===== src/shared/sep_params.svh =====
// Constants of the serial word memory link
`ifndef SEP_PARAMS_SVH
`define SEP_PARAMS_SVH
`define SEP_WORDS 64
`define SEP_WIDTH 16
`define SEP_ADDR_W 6
`define SEP_HDR_BITS 8
`define SEP_FRAME_BITS 25
`define SEP_ERASED 16'hFFFF
`define SEP_OPC_EXT 2'h0
`define SEP_OPC_WRITE 2'h1
`define SEP_OPC_READ 2'h2
`define SEP_OPC_ERASE 2'h3
`define SEP_SUB_DIS 2'h0
`define SEP_SUB_WR_ALL 2'h1
`define SEP_SUB_ER_ALL 2'h2
`define SEP_SUB_EN 2'h3
`define SEP_CLK_NS 20
`define SEP_CLK_KHZ 50000
`define SEP_T_PROG_MS 15
`define SEP_PROG_CYC (`SEP_T_PROG_MS * `SEP_CLK_KHZ)
`define SEP_T_SCLK_NS 5000
`define SEP_SCLK_HALF_CYC ((`SEP_T_SCLK_NS / 2 + `SEP_CLK_NS - 1) / `SEP_CLK_NS)
`define SEP_T_CS_NS 1000
`define SEP_CS_CYC ((`SEP_T_CS_NS + `SEP_CLK_NS - 1) / `SEP_CLK_NS)
`define SEP_T_SV_NS 1000
`define SEP_SV_CYC ((`SEP_T_SV_NS + `SEP_CLK_NS - 1) / `SEP_CLK_NS)
`endif


===== src/shared/sep_pkg.sv =====
// Types and shared decode for the serial word memory link
`include "sep_params.svh"
package sep_pkg;
   typedef logic [`SEP_WIDTH-1:0] sep_word_t;
   typedef enum logic [2:0] {D_IDLE, D_RX, D_DATA, D_ARM, D_PROG, D_READY, D_TX, D_HOLD} sep_dev_state_t;
   typedef enum logic [2:0] {C_IDLE, C_LOW, C_HIGH, C_GAP, C_POLL, C_REST} sep_ctl_state_t;

   // True for the four instructions that start a programming cycle
   function automatic logic sep_is_prog(input logic [1:0] opc, input logic [1:0] sub);
      if (opc == `SEP_OPC_READ) begin
         return 1'b0;
      end
      if (opc == `SEP_OPC_EXT) begin
         return (sub == `SEP_SUB_ER_ALL) || (sub == `SEP_SUB_WR_ALL);
      end
      return 1'b1;
   endfunction : sep_is_prog

   // True where sixteen data bits follow the header
   function automatic logic sep_has_data(input logic [1:0] opc, input logic [1:0] sub);
      return (opc == `SEP_OPC_WRITE) || ((opc == `SEP_OPC_EXT) && (sub == `SEP_SUB_WR_ALL));
   endfunction : sep_has_data
endpackage : sep_pkg


===== src/shared/sep_if.sv =====
// Three-wire link between controller and memory
`timescale 1ns/1ps
interface sep_if;
   logic select;
   logic shift_clock;
   logic serial_in;
   logic serial_out;
   logic serial_out_oe_n;
   logic serial_line;

   // Pull-up resolves the undriven output
   assign serial_line = serial_out_oe_n ? 1'b1 : serial_out;

   modport dev (input select, input shift_clock, input serial_in, output serial_out, output serial_out_oe_n);
   modport ctl (output select, output shift_clock, output serial_in, input serial_line);
endinterface : sep_if


===== src/core/sep_sync.sv =====
// Two-stage synchroniser for asynchronous inputs
`timescale 1ns/1ps
module sep_sync #(
   parameter int WIDTH = 1
) (
   input wire logic mclk,
   input wire logic rst,
   input wire logic [WIDTH-1:0] d_in,
   output logic [WIDTH-1:0] d_out
);
   logic [WIDTH-1:0] meta_reg;

   always_ff @(posedge mclk) begin
      if (rst) begin
         meta_reg <= '0;
         d_out <= '0;
      end else begin
         meta_reg <= d_in;
         d_out <= meta_reg;
      end
   end
endmodule : sep_sync


===== src/core/sep_dev.sv =====
// Memory end: instruction decode, 64x16 array, self-timed programming
//
// Behaviour
// - Array of 64 words, 16 bits each
// - Instruction: start one, opcode, address, MSB first
// - Opcodes 10 read, 01 write, 11 erase
// - Opcode 00 sub-decoded by two upper address bits
// - Read sends zero dummy then 16 bits
// - Read output changes only on shift clock rise
// - Output released except read and status
// - Powers up disabled; enable instruction sets, disable instruction clears
// - Read works regardless of enable state
// - Erase starts on select fall, sets ones
// - Status low while busy, high when done
// - Controller lowers select after last data bit
// - Write only clears bits; word must be erased before writing it
// - Erase-all sets all words, erase sequence
// - Write-all writes every word, write sequence
// - Shift clock may stop during programming
// - Select low at least 1 us between instructions
// - Shift clock period at least 5 us
// - Programming cycle internally timed, within 15 ms
`timescale 1ns/1ps
`include "sep_params.svh"
module sep_dev import sep_pkg::*; #(
   parameter int unsigned PROG_CYCLES = `SEP_PROG_CYC
) (
   input wire logic mclk,
   input wire logic rst,
   sep_if.dev link,
   output logic prog_enabled,
   output logic prog_busy
);
   localparam int TW = $clog2(PROG_CYCLES + 1);

   logic s_sel;
   logic s_sclk;
   logic s_si;
   logic sclk_rise;
   logic cs_fall;
   logic [7:0] hdr_shift;

   sep_dev_state_t state_reg, state_next;
   logic [4:0] cnt_reg, cnt_next;
   logic [7:0] hdr_reg, hdr_next;
   sep_word_t dat_reg, dat_next;
   sep_word_t out_reg, out_next;
   logic so_reg, so_next;
   logic oe_n_reg, oe_n_next;
   logic en_reg, en_next;
   logic busy_reg, busy_next;
   logic [TW-1:0] timer_reg, timer_next;
   logic sclk_d_reg;
   logic cs_d_reg;
   sep_word_t mem_reg [`SEP_WORDS];
   sep_word_t mem_next [`SEP_WORDS];

   sep_sync #(.WIDTH(3)) u_sync (
      .mclk(mclk),
      .rst(rst),
      .d_in({link.select, link.shift_clock, link.serial_in}),
      .d_out({s_sel, s_sclk, s_si})
   );

   assign sclk_rise = s_sclk & ~sclk_d_reg;
   assign cs_fall = ~s_sel & cs_d_reg;
   assign hdr_shift = {hdr_reg[6:0], s_si};

   assign link.serial_out = so_reg;
   assign link.serial_out_oe_n = oe_n_reg;
   assign prog_enabled = en_reg;
   assign prog_busy = busy_reg;

   always_comb begin
      state_next = state_reg;
      cnt_next = cnt_reg;
      hdr_next = hdr_reg;
      dat_next = dat_reg;
      out_next = out_reg;
      so_next = so_reg;
      oe_n_next = 1'b1;
      en_next = en_reg;
      timer_next = timer_reg;
      for (int i = 0; i < `SEP_WORDS; i++) begin
         mem_next[i] = mem_reg[i];
      end
      case (state_reg)
         D_IDLE: begin
            if (s_sel && sclk_rise && s_si) begin
               state_next = D_RX;
               cnt_next = '0;
            end
         end
         D_RX: begin
            if (!s_sel) begin
               state_next = D_IDLE;
            end else if (sclk_rise) begin
               hdr_next = hdr_shift;
               cnt_next = cnt_reg + 5'h01;
               if (cnt_reg == 5'(`SEP_HDR_BITS - 1)) begin
                  cnt_next = '0;
                  if (hdr_shift[7:6] == `SEP_OPC_READ) begin
                     out_next = mem_reg[hdr_shift[5:0]];
                     so_next = 1'b0;
                     oe_n_next = 1'b0;
                     state_next = D_TX;
                  end else if (hdr_shift[7:6] == `SEP_OPC_EXT && hdr_shift[5:4] == `SEP_SUB_EN) begin
                     en_next = 1'b1;
                     state_next = D_HOLD;
                  end else if (hdr_shift[7:6] == `SEP_OPC_EXT && hdr_shift[5:4] == `SEP_SUB_DIS) begin
                     en_next = 1'b0;
                     state_next = D_HOLD;
                  end else if (!en_reg) begin
                     state_next = D_HOLD;
                  end else if (sep_has_data(hdr_shift[7:6], hdr_shift[5:4])) begin
                     state_next = D_DATA;
                  end else begin
                     state_next = D_ARM;
                  end
               end
            end
         end
         D_DATA: begin
            // Select dropped before all 16 bits leaves the array alone
            if (!s_sel) begin
               state_next = D_IDLE;
            end else if (sclk_rise) begin
               dat_next = {dat_reg[14:0], s_si};
               cnt_next = cnt_reg + 5'h01;
               if (cnt_reg == 5'(`SEP_WIDTH - 1)) begin
                  state_next = D_ARM;
               end
            end
         end
         D_ARM: begin
            if (cs_fall) begin
               timer_next = TW'(PROG_CYCLES - 1);
               state_next = D_PROG;
            end else if (s_sel && sclk_rise) begin
               // Extra clock after the frame: instruction is void
               state_next = D_HOLD;
            end
         end
         D_PROG: begin
            so_next = 1'b0;
            oe_n_next = ~s_sel;
            if (timer_reg == '0) begin
               state_next = D_READY;
               for (int i = 0; i < `SEP_WORDS; i++) begin
                  case (hdr_reg[7:6])
                     `SEP_OPC_ERASE: begin
                        if (hdr_reg[5:0] == 6'(i)) begin
                           mem_next[i] = `SEP_ERASED;
                        end
                     end
                     `SEP_OPC_WRITE: begin
                        // Programming only clears bits
                        if (hdr_reg[5:0] == 6'(i)) begin
                           mem_next[i] = mem_reg[i] & dat_reg;
                        end
                     end
                     `SEP_OPC_EXT: begin
                        if (hdr_reg[5:4] == `SEP_SUB_ER_ALL) begin
                           mem_next[i] = `SEP_ERASED;
                        end else begin
                           mem_next[i] = mem_reg[i] & dat_reg;
                        end
                     end
                     default: begin
                        mem_next[i] = mem_reg[i];
                     end
                  endcase
               end
            end else begin
               timer_next = timer_reg - TW'(1);
            end
         end
         D_READY: begin
            so_next = 1'b1;
            oe_n_next = ~s_sel;
            if (s_sel && sclk_rise && s_si) begin
               oe_n_next = 1'b1;
               state_next = D_RX;
               cnt_next = '0;
            end else if (cs_fall) begin
               state_next = D_IDLE;
            end
         end
         D_TX: begin
            oe_n_next = ~s_sel;
            if (!s_sel) begin
               state_next = D_IDLE;
            end else if (sclk_rise) begin
               so_next = out_reg[15];
               out_next = {out_reg[14:0], 1'b0};
            end
         end
         D_HOLD: begin
            if (!s_sel) begin
               state_next = D_IDLE;
            end
         end
         default: begin
            state_next = D_IDLE;
         end
      endcase
      busy_next = (state_next == D_PROG);
   end

   always_ff @(posedge mclk) begin
      if (rst) begin
         state_reg <= D_IDLE;
         cnt_reg <= '0;
         hdr_reg <= '0;
         dat_reg <= '0;
         out_reg <= '0;
         so_reg <= 1'b0;
         oe_n_reg <= 1'b1;
         en_reg <= 1'b0;
         busy_reg <= 1'b0;
         timer_reg <= '0;
         sclk_d_reg <= 1'b0;
         cs_d_reg <= 1'b0;
         for (int i = 0; i < `SEP_WORDS; i++) begin
            mem_reg[i] <= `SEP_ERASED;
         end
      end else begin
         state_reg <= state_next;
         cnt_reg <= cnt_next;
         hdr_reg <= hdr_next;
         dat_reg <= dat_next;
         out_reg <= out_next;
         so_reg <= so_next;
         oe_n_reg <= oe_n_next;
         en_reg <= en_next;
         busy_reg <= busy_next;
         timer_reg <= timer_next;
         sclk_d_reg <= s_sclk;
         cs_d_reg <= s_sel;
         mem_reg <= mem_next;
      end
   end
endmodule : sep_dev


===== src/flat_wrapper.sv =====
// flat-port wrapper written by rule: the top's interface ports become plain ports
module sep_dev_flat import sep_pkg::*;
#(
   parameter int unsigned PROG_CYCLES = `SEP_PROG_CYC
)
  (mclk, rst, prog_enabled, prog_busy, link_select, link_shift_clock, link_serial_in, link_serial_out, link_serial_out_oe_n);
  sep_if link_i ();
  input wire logic mclk;
  input wire logic rst;
  output logic prog_enabled;
  output logic prog_busy;
  input wire logic [$bits(link_i.select)-1:0] link_select;
  input wire logic [$bits(link_i.shift_clock)-1:0] link_shift_clock;
  input wire logic [$bits(link_i.serial_in)-1:0] link_serial_in;
  output wire logic [$bits(link_i.serial_out)-1:0] link_serial_out;
  output wire logic [$bits(link_i.serial_out_oe_n)-1:0] link_serial_out_oe_n;
  assign link_i.select = link_select;
  assign link_i.shift_clock = link_shift_clock;
  assign link_i.serial_in = link_serial_in;
  assign link_serial_out = link_i.serial_out;
  assign link_serial_out_oe_n = link_i.serial_out_oe_n;
  sep_dev #(.PROG_CYCLES(PROG_CYCLES)) u_core (.mclk(mclk), .rst(rst), .link(link_i), .prog_enabled(prog_enabled), .prog_busy(prog_busy));
endmodule

===== config.mk =====
export PLATFORM = sky130hd
export DESIGN_NAME = sep_dev_flat
export DESIGN_NICKNAME = d
export VERILOG_FILES = /design/src/shared/sep_pkg.sv /design/src/shared/sep_if.sv /design/src/core/sep_sync.sv /design/src/core/sep_dev.sv /design/src/flat_wrapper.sv
export VERILOG_INCLUDE_DIRS = /design/src /design/src/shared
export SDC_FILE = /design/constraint.sdc
export NUM_CORES = 2
export LEC_CHECK = 0
export ABC_AREA = 1
export BUFFER_PORTS_ARGS = -buffer_cell sky130_fd_sc_hd__buf_2
export CORE_MARGIN = 8
export CORE_UTILIZATION = 50
export CTS_BUF_LIST = sky130_fd_sc_hd__clkbuf_4 sky130_fd_sc_hd__clkbuf_8
export CTS_CLUSTER_DIAMETER = 200
export DETAILED_ROUTE_END_ITERATION = 8
export PLACE_DENSITY = 0.74
export SKIP_LAST_GASP = 1
export SLEW_MARGIN = 20
export SYNTH_ARGS = -nofsm -noshare
export SYNTH_HDL_FRONTEND = slang
export SYNTH_SLANG_ARGS = --single-unit
export TNS_END_PERCENT = 10

===== constraint.sdc =====
create_clock -name mclk -period 2 [get_ports mclk]
set_input_delay 0.1 -clock mclk [delete_from_list [all_inputs] [get_ports mclk]]
set_output_delay 0.1 -clock mclk [all_outputs]
set_load 0.02 [all_outputs]

* After elaboration in Yosys (flattened, before gate mapping)
Index checks and enable logic that the tools add are counted.
Cells by class: add/sub/neg operators 2, order comparisons 1, eq/ne operators 219, muxes and demuxes 310, bitwise gates (word level) 70, reduce and logical (&&, ||, !) cells 92
Operators by type and width (number):
- 16-bit 2-to-1 mux | 200
- 16-bit one-hot mux with 3 select lines | 64
- 16-bit AND | 64
- 5-bit AND reduction | 64
- 2-bit by 1-bit inequality test with 1-bit output (second input constant) | 135
- 6-bit equality test (second input constant) | 32
- 16-bit binary-select mux with 6-bit select | 1
- 6-bit by 5-bit equality test with 1-bit output (second input constant) | 16
- 3-bit 2-to-1 mux | 17
- 6-bit by 4-bit equality test with 1-bit output (second input constant) | 8
- 20-bit 2-to-1 mux | 2
- 20-bit one-hot mux with 2 select lines | 1
- 16-bit one-hot mux with 2 select lines | 1
- 5-bit 2-to-1 mux | 6
- 6-bit by 3-bit equality test with 1-bit output (second input constant) | 4
- 3-bit one-hot mux with 7 select lines | 1
- 20-bit logical NOT | 1
- 20-bit by 1-bit subtractor with 20-bit output (second input constant) | 1
- 3-bit equality test (second input constant) | 5
- 5-bit one-hot mux with 3 select lines | 1
- 1-bit 2-to-1 mux | 14
- 7-bit AND reduction | 2
- 6-bit by 2-bit equality test with 1-bit output (second input constant) | 2
- 6-bit AND reduction | 2
- other kinds (25) | 50
Storage, ports and cells: register bits 1104, input port bits 5, output and inout bits 4, word-level logic and storage cells 772

* Logic depth before layout (Yosys ltp)
word-level depth 13, depth in mapped cells 13, mapped depth without buffers 12

* Modules after synthesis
From an unflattened synthesis, not the netlist that was laid out.
Unflattened totals: cells, all modules 7254, area, all modules 49444.9 µm²
Modules (own cells, without submodules):
- sep_dev | instances 1, cells each 7236, area each 49279.8 µm², seq. area each 21981.1 µm²
- sep_sync | instances 1, cells each 18, area each 165.2 µm², seq. area each 120.1 µm²

* Least setup slack after synthesis
OpenSTA, ideal clock, no wires.
path kind register -> register, from register u_core.timer_reg[0], to register u_core.mem_reg[792] (netlist bit), setup time 0.116 ns, arrival time 2.037 ns, slack -0.153 ns, cell stages (with the launch flop) 12, buffers on the path 2, cell sequence dfxtp_1 -> inv_1 -> ha_1 -> nand2_1 -> nor2_1 -> nand3_1 -> inv_2 -> buf_4 -> nand3_4 -> buf_2 -> o21ai_0 -> nand2_1
Between the ends: cells in the longest elaborated chain, start to end 2
RTL lines:
- start, declared | RTL line sep_dev.sv:52 | logic [TW-1:0] timer_reg, timer_next;
- start signal, assigned | RTL line sep_dev.sv:237 | timer_reg <= timer_next;
- 20-bit logical NOT | RTL line sep_dev.sv:147 | if (timer_reg == '0) begin
- 5-bit AND reduction (no source line)
- end signal, assigned by index | RTL line sep_dev.sv:225 | mem_reg[i] <= `SEP_ERASED;
- end signal, assigned | RTL line sep_dev.sv:240 | mem_reg <= mem_next;
- end, declared | RTL line sep_dev.sv:55 | sep_word_t mem_reg [`SEP_WORDS];
Every way passes these cells. A chain may end at the register's enable or synchronous reset.

* Worst setup path in the final report
from register u_core.hdr_reg[0], to register u_core.out_reg[1]
Between the ends: cells in the longest elaborated chain, start to end 9
RTL lines:
- start, declared | RTL line sep_dev.sv:45 | logic [7:0] hdr_reg, hdr_next;
- start signal, assigned | RTL line sep_dev.sv:230 | hdr_reg <= hdr_next;
- 6-bit NOT with 7-bit output (not written as such) | RTL line sep_dev.sv:103 | out_next = mem_reg[hdr_shift[5:0]];
- 16-bit binary-select mux with 6-bit select | RTL line sep_dev.sv:103
- 16-bit 2-to-1 mux (not written as such) (2 in a row) | RTL line sep_dev.sv:103
- 16-bit 2-to-1 mux | RTL line sep_dev.sv:102 | if (hdr_shift[7:6] == `SEP_OPC_READ) begin
- 16-bit 2-to-1 mux | RTL line sep_dev.sv:100 | if (cnt_reg == 5'(`SEP_HDR_BITS - 1)) begin
- 16-bit 2-to-1 mux | RTL line sep_dev.sv:97 | end else if (sclk_rise) begin
- 16-bit 2-to-1 mux | RTL line sep_dev.sv:95 | if (!s_sel) begin
- 16-bit one-hot mux with 2 select lines | RTL line sep_dev.sv:87 | case (state_reg)
- end signal, assigned | RTL line sep_dev.sv:232 | out_reg <= out_next;
- end, declared | RTL line sep_dev.sv:47 | sep_word_t out_reg, out_next;
Every way passes these cells. The select of a mux whose other input is x is not followed.

==> results.yml <==
routing:
  via_count: 49100
  routed_via_density: 5.51
  drc: 0
  antenna_left: 0
  routedWlPerCell_um: 18.8
  drt_iter0_drc: 6734
  routed_wl_mm: 168
  drt-pass1-iter-count: 7
synth:
  ys.flop_type: "dfxtp_1"
  syn_inst: 7256
  syn_nets: 7264
  yosys.area_share.simple_pct: 29.0
  seq_area_frac_synth_pct: 44.8
  yosys_register_bits: 1104
  synth-compound-area-share_pct: 14.3
  synth_xor_area_share_pct: 0.106
  synth_enable_flop_cells: 0
  post-synth-top-area-fraction_pct: 44.8
  ys_warn_count: 0
  yosysUniqueCellTypes: 40
  synth_area_um2: 49400
  yosys-top-cells-area: "dfxtp_1 45%, nand2_1 18%, o21ai_0 11%"
  syn_area_per_cell_um2: 6.80
  async_flop_share_pct: 0
  yosys.area.top_type: "dfxtp_1"
  synth_top_family_by_area: "simple AND/OR/NAND/NOR gates"
  synth-adder-area-share_pct: 0.0760
  synthMuxAreaShare_pct: 0
final_layout:
  largest_reg_flops: 1024
  final_cells: 8917
  final_nets: 7496
  area.growth.synth_to_final_pct: 19.8
  drive_above_1_share_pct: 15.4
timing:
  grt_setup_unrepaired: "true"
  fmax_mhz: 451
  final-max-slew-violation-count: 0
  hold_violations: 0
  clock_skew_ps: 62.6
  setup_ws_ps: -217
  setup_viol: 694
  maxSlewHeadroom_pct: 53.7
  fin_crit_sh_pct: 111
  setup_tns_ps: -40910
  fin_crit_ps: 2220
  worstMarginPinSlew_ps: 695
floorplanning:
  floorplan.initialDensity_pct: 50.3
  fp.dieH_um: 330
  core_region_area_um2: 98100
  die_area_um2: 109000
  die-width_um: 330
  num_rows: 115
  ios: 9
clocking:
  cts_max_path_buffers: 3
  root_buffer: "clkbuf_8"
  cts_made_buffers: 178
  cts_max_level: 4
  insertion_delay_ps: 890
  cts_tree: "yes"
  cts.sinks: 1104
  clk_pin_slew_ps: 70
power_and_ir_drop:
  ir_drop_v: 0.000653
  comb_power_share_pct: 2.7
  power_frac_seq_pct: 49.8
  clkPwrFrac_pct: 47.5
  p_sw_mw: 10.4
  switching_share_pct: 23.5
  power_density_nw_per_um2: 746
  leakage_nw: 29.7
  power.internal_mw: 33.8
min_path:
  min-delay-start: "rst"
  min-delay-path-class: "in -> reg"
setup_path:
  endpoint_kind: "register"
  path_class: "reg -> reg"
  start_kind: "register"
  cp.required_ps: 2780
  timing.rr.start: "u_core.hdr_reg[0]"
  setup.worst_path.start: "u_core.hdr_reg[0]"
  cp_max_fo: 26
  crit_arrival_ps: 3000
grt:
  grt_pass1_vias: 45000
  antenna_found_initial: 5
  grt_max_degree: 67
  overflow: 0
  grt_pass1_wl_mm: 251
  grt_usage_pct: 28.9
run:
  drv_cap: 0
placement:
  gp_congestion: 0.954
  dp.cells: 8481
  dpl.hpwl_mm: 104
  numPortBuffers: 8
outcome:
  status: "complete, but fails checks"
  violations: "negative setup slack"
[routing by layer]
layer	GRT usage (%)	vias up	wire length, um
met4	13.6	4	8150
met2	44.6	2656	73600
met5	0	-	27
met1	38.7	22700	67700
met3	6.12	572	18500
li1	-	23200	-
[cell usage after synthesis, types with 8 or more instances]
cell type / n
inv_2: 67
o211ai_1: 55
buf_6: 60
a21oi_1: 116
nand3_4: 60
o21ai_1: 89
buf_1: 15
buf_2: 8
clkbuf_1: 381
inv_1: 836
nand2_1: 2374
nand3_1: 439
nor2_1: 420
nor3_1: 9
or2_2: 52
o21ai_0: 1096
nand4_1: 22
dfxtp_1: 1104
[power by group through the flow]
stage | clock network [mW] | logic, mW | registers [mW]
floorplan | 0 | 0.717 | 22.5
global placement | 0 | 1.03 | 22.5
detailed placement | 0 | 1.03 | 22.5
CTS | 21.1 | 1.06 | 22.0
global route | 22.2 | 1.24 | 22.0
finish | 21.0 | 1.17 | 22.0
[metrics by stage]
stage	power [mW]	hold slack, ps	util (%)	instance area (um2)	setup slack (ps)
finish	44.1	396	60.3	59200	-217
global route	45.4	393	60.3	59200	-262
CTS	44.2	323	58.9	57800	-139
detailed placement	23.5	305	54.3	53300	-295
global placement	23.5	311	54.3	53300	-237
floorplan	23.2	207	-	49400	-65.8
[cells by family (layout without fill, tap and decap cells)]
group | Yosys count | count (layout)
AO/OA/AOI/OAI | 1376 | 1376
XOR/XNOR | 6 | 6
adder cells (fa/ha/maj) | 3 | 3
buffers and inverters | 1383 | 1749
flip-flops | 1104 | 1104
other | 0 | 2
AND/OR/NAND/NOR | 3384 | 3390
[cell usage in the layout, fill, tap and decap left out, types with 4 or more instances in the layout]
| cell | instances |
|---|---|
| o21ai_2 | 38 |
| o21ai_0 | 1017 |
| buf_2 | 9 |
| dfxtp_4 | 7 |
| dfxtp_2 | 16 |
| inv_12 | 6 |
| buf_12 | 127 |
| o21ai_1 | 127 |
| inv_1 | 827 |
| inv_2 | 55 |
| o211ai_1 | 55 |
| dfxtp_1 | 1081 |
| o21ai_4 | 7 |
| buf_6 | 17 |
| dlygate4sd3_1 | 10 |
| a31oi_1 | 4 |
| bufinv_16 | 4 |
| nor2_2 | 31 |
| clkbuf_4 | 55 |
| clkbuf_16 | 16 |
| a21oi_1 | 115 |
| buf_4 | 330 |
| nand2_2 | 18 |
| buf_16 | 6 |
| nand4_1 | 22 |
| nor2_1 | 379 |
| clkinvlp_4 | 12 |
| nand3_2 | 15 |
| xor2_1 | 5 |
| clkinv_2 | 29 |
| or2_2 | 52 |
| nand2_1 | 2354 |
| nor3_1 | 9 |
| nand3_4 | 62 |
| clkbuf_8 | 217 |
| nor2_4 | 11 |
| inv_4 | 15 |
| nand3_1 | 432 |
[worst max-delay path, cell delays in order (launching register included)]
cell	delay [ps]
dfxtp_4	370
nand2_1	150
clkinv_2	140
buf_12	180
buf_12	160
o211ai_1	180
nand4_1	390
nand2_1	210
nand3_2	130
nand3_1	110
a21oi_1	60
[path summary, 6_finish.rpt]
check | endpoint | slack [ps] | cells past startpoint
worst max-delay path | u_core.out_reg[1] | -220 | 10
worst min-delay path | u_core.out_reg[0] | 400 | 4
worst max register to register | u_core.out_reg[1] | -220 | 10
worst min register to register | u_core.u_sync.d_out[1] | 400 | 2
[layout make-up]
cell class,instances,area (um2)
antenna,2,5.00
clock buffer,272,3400
clock inverter,48,454
fill,8653,39000
inverter,906,3480
multi-input combinational,4775,22000
sequential,1104,22100
tap,1287,1610
timing repair buffer,519,6000
timing repair inverter,4,30.0
[timing repair]
action | CTS | global route
hold endpoints to repair | 41 | 0
resized for setup | 60 | 215
gates cloned | 6 | 22
hold buffers | 10 | 0
pin swaps | 10 | 35
buffers inserted | 32 | 46
setup endpoints to repair | 949 | 1062
(Power assumes the default switching activity.)
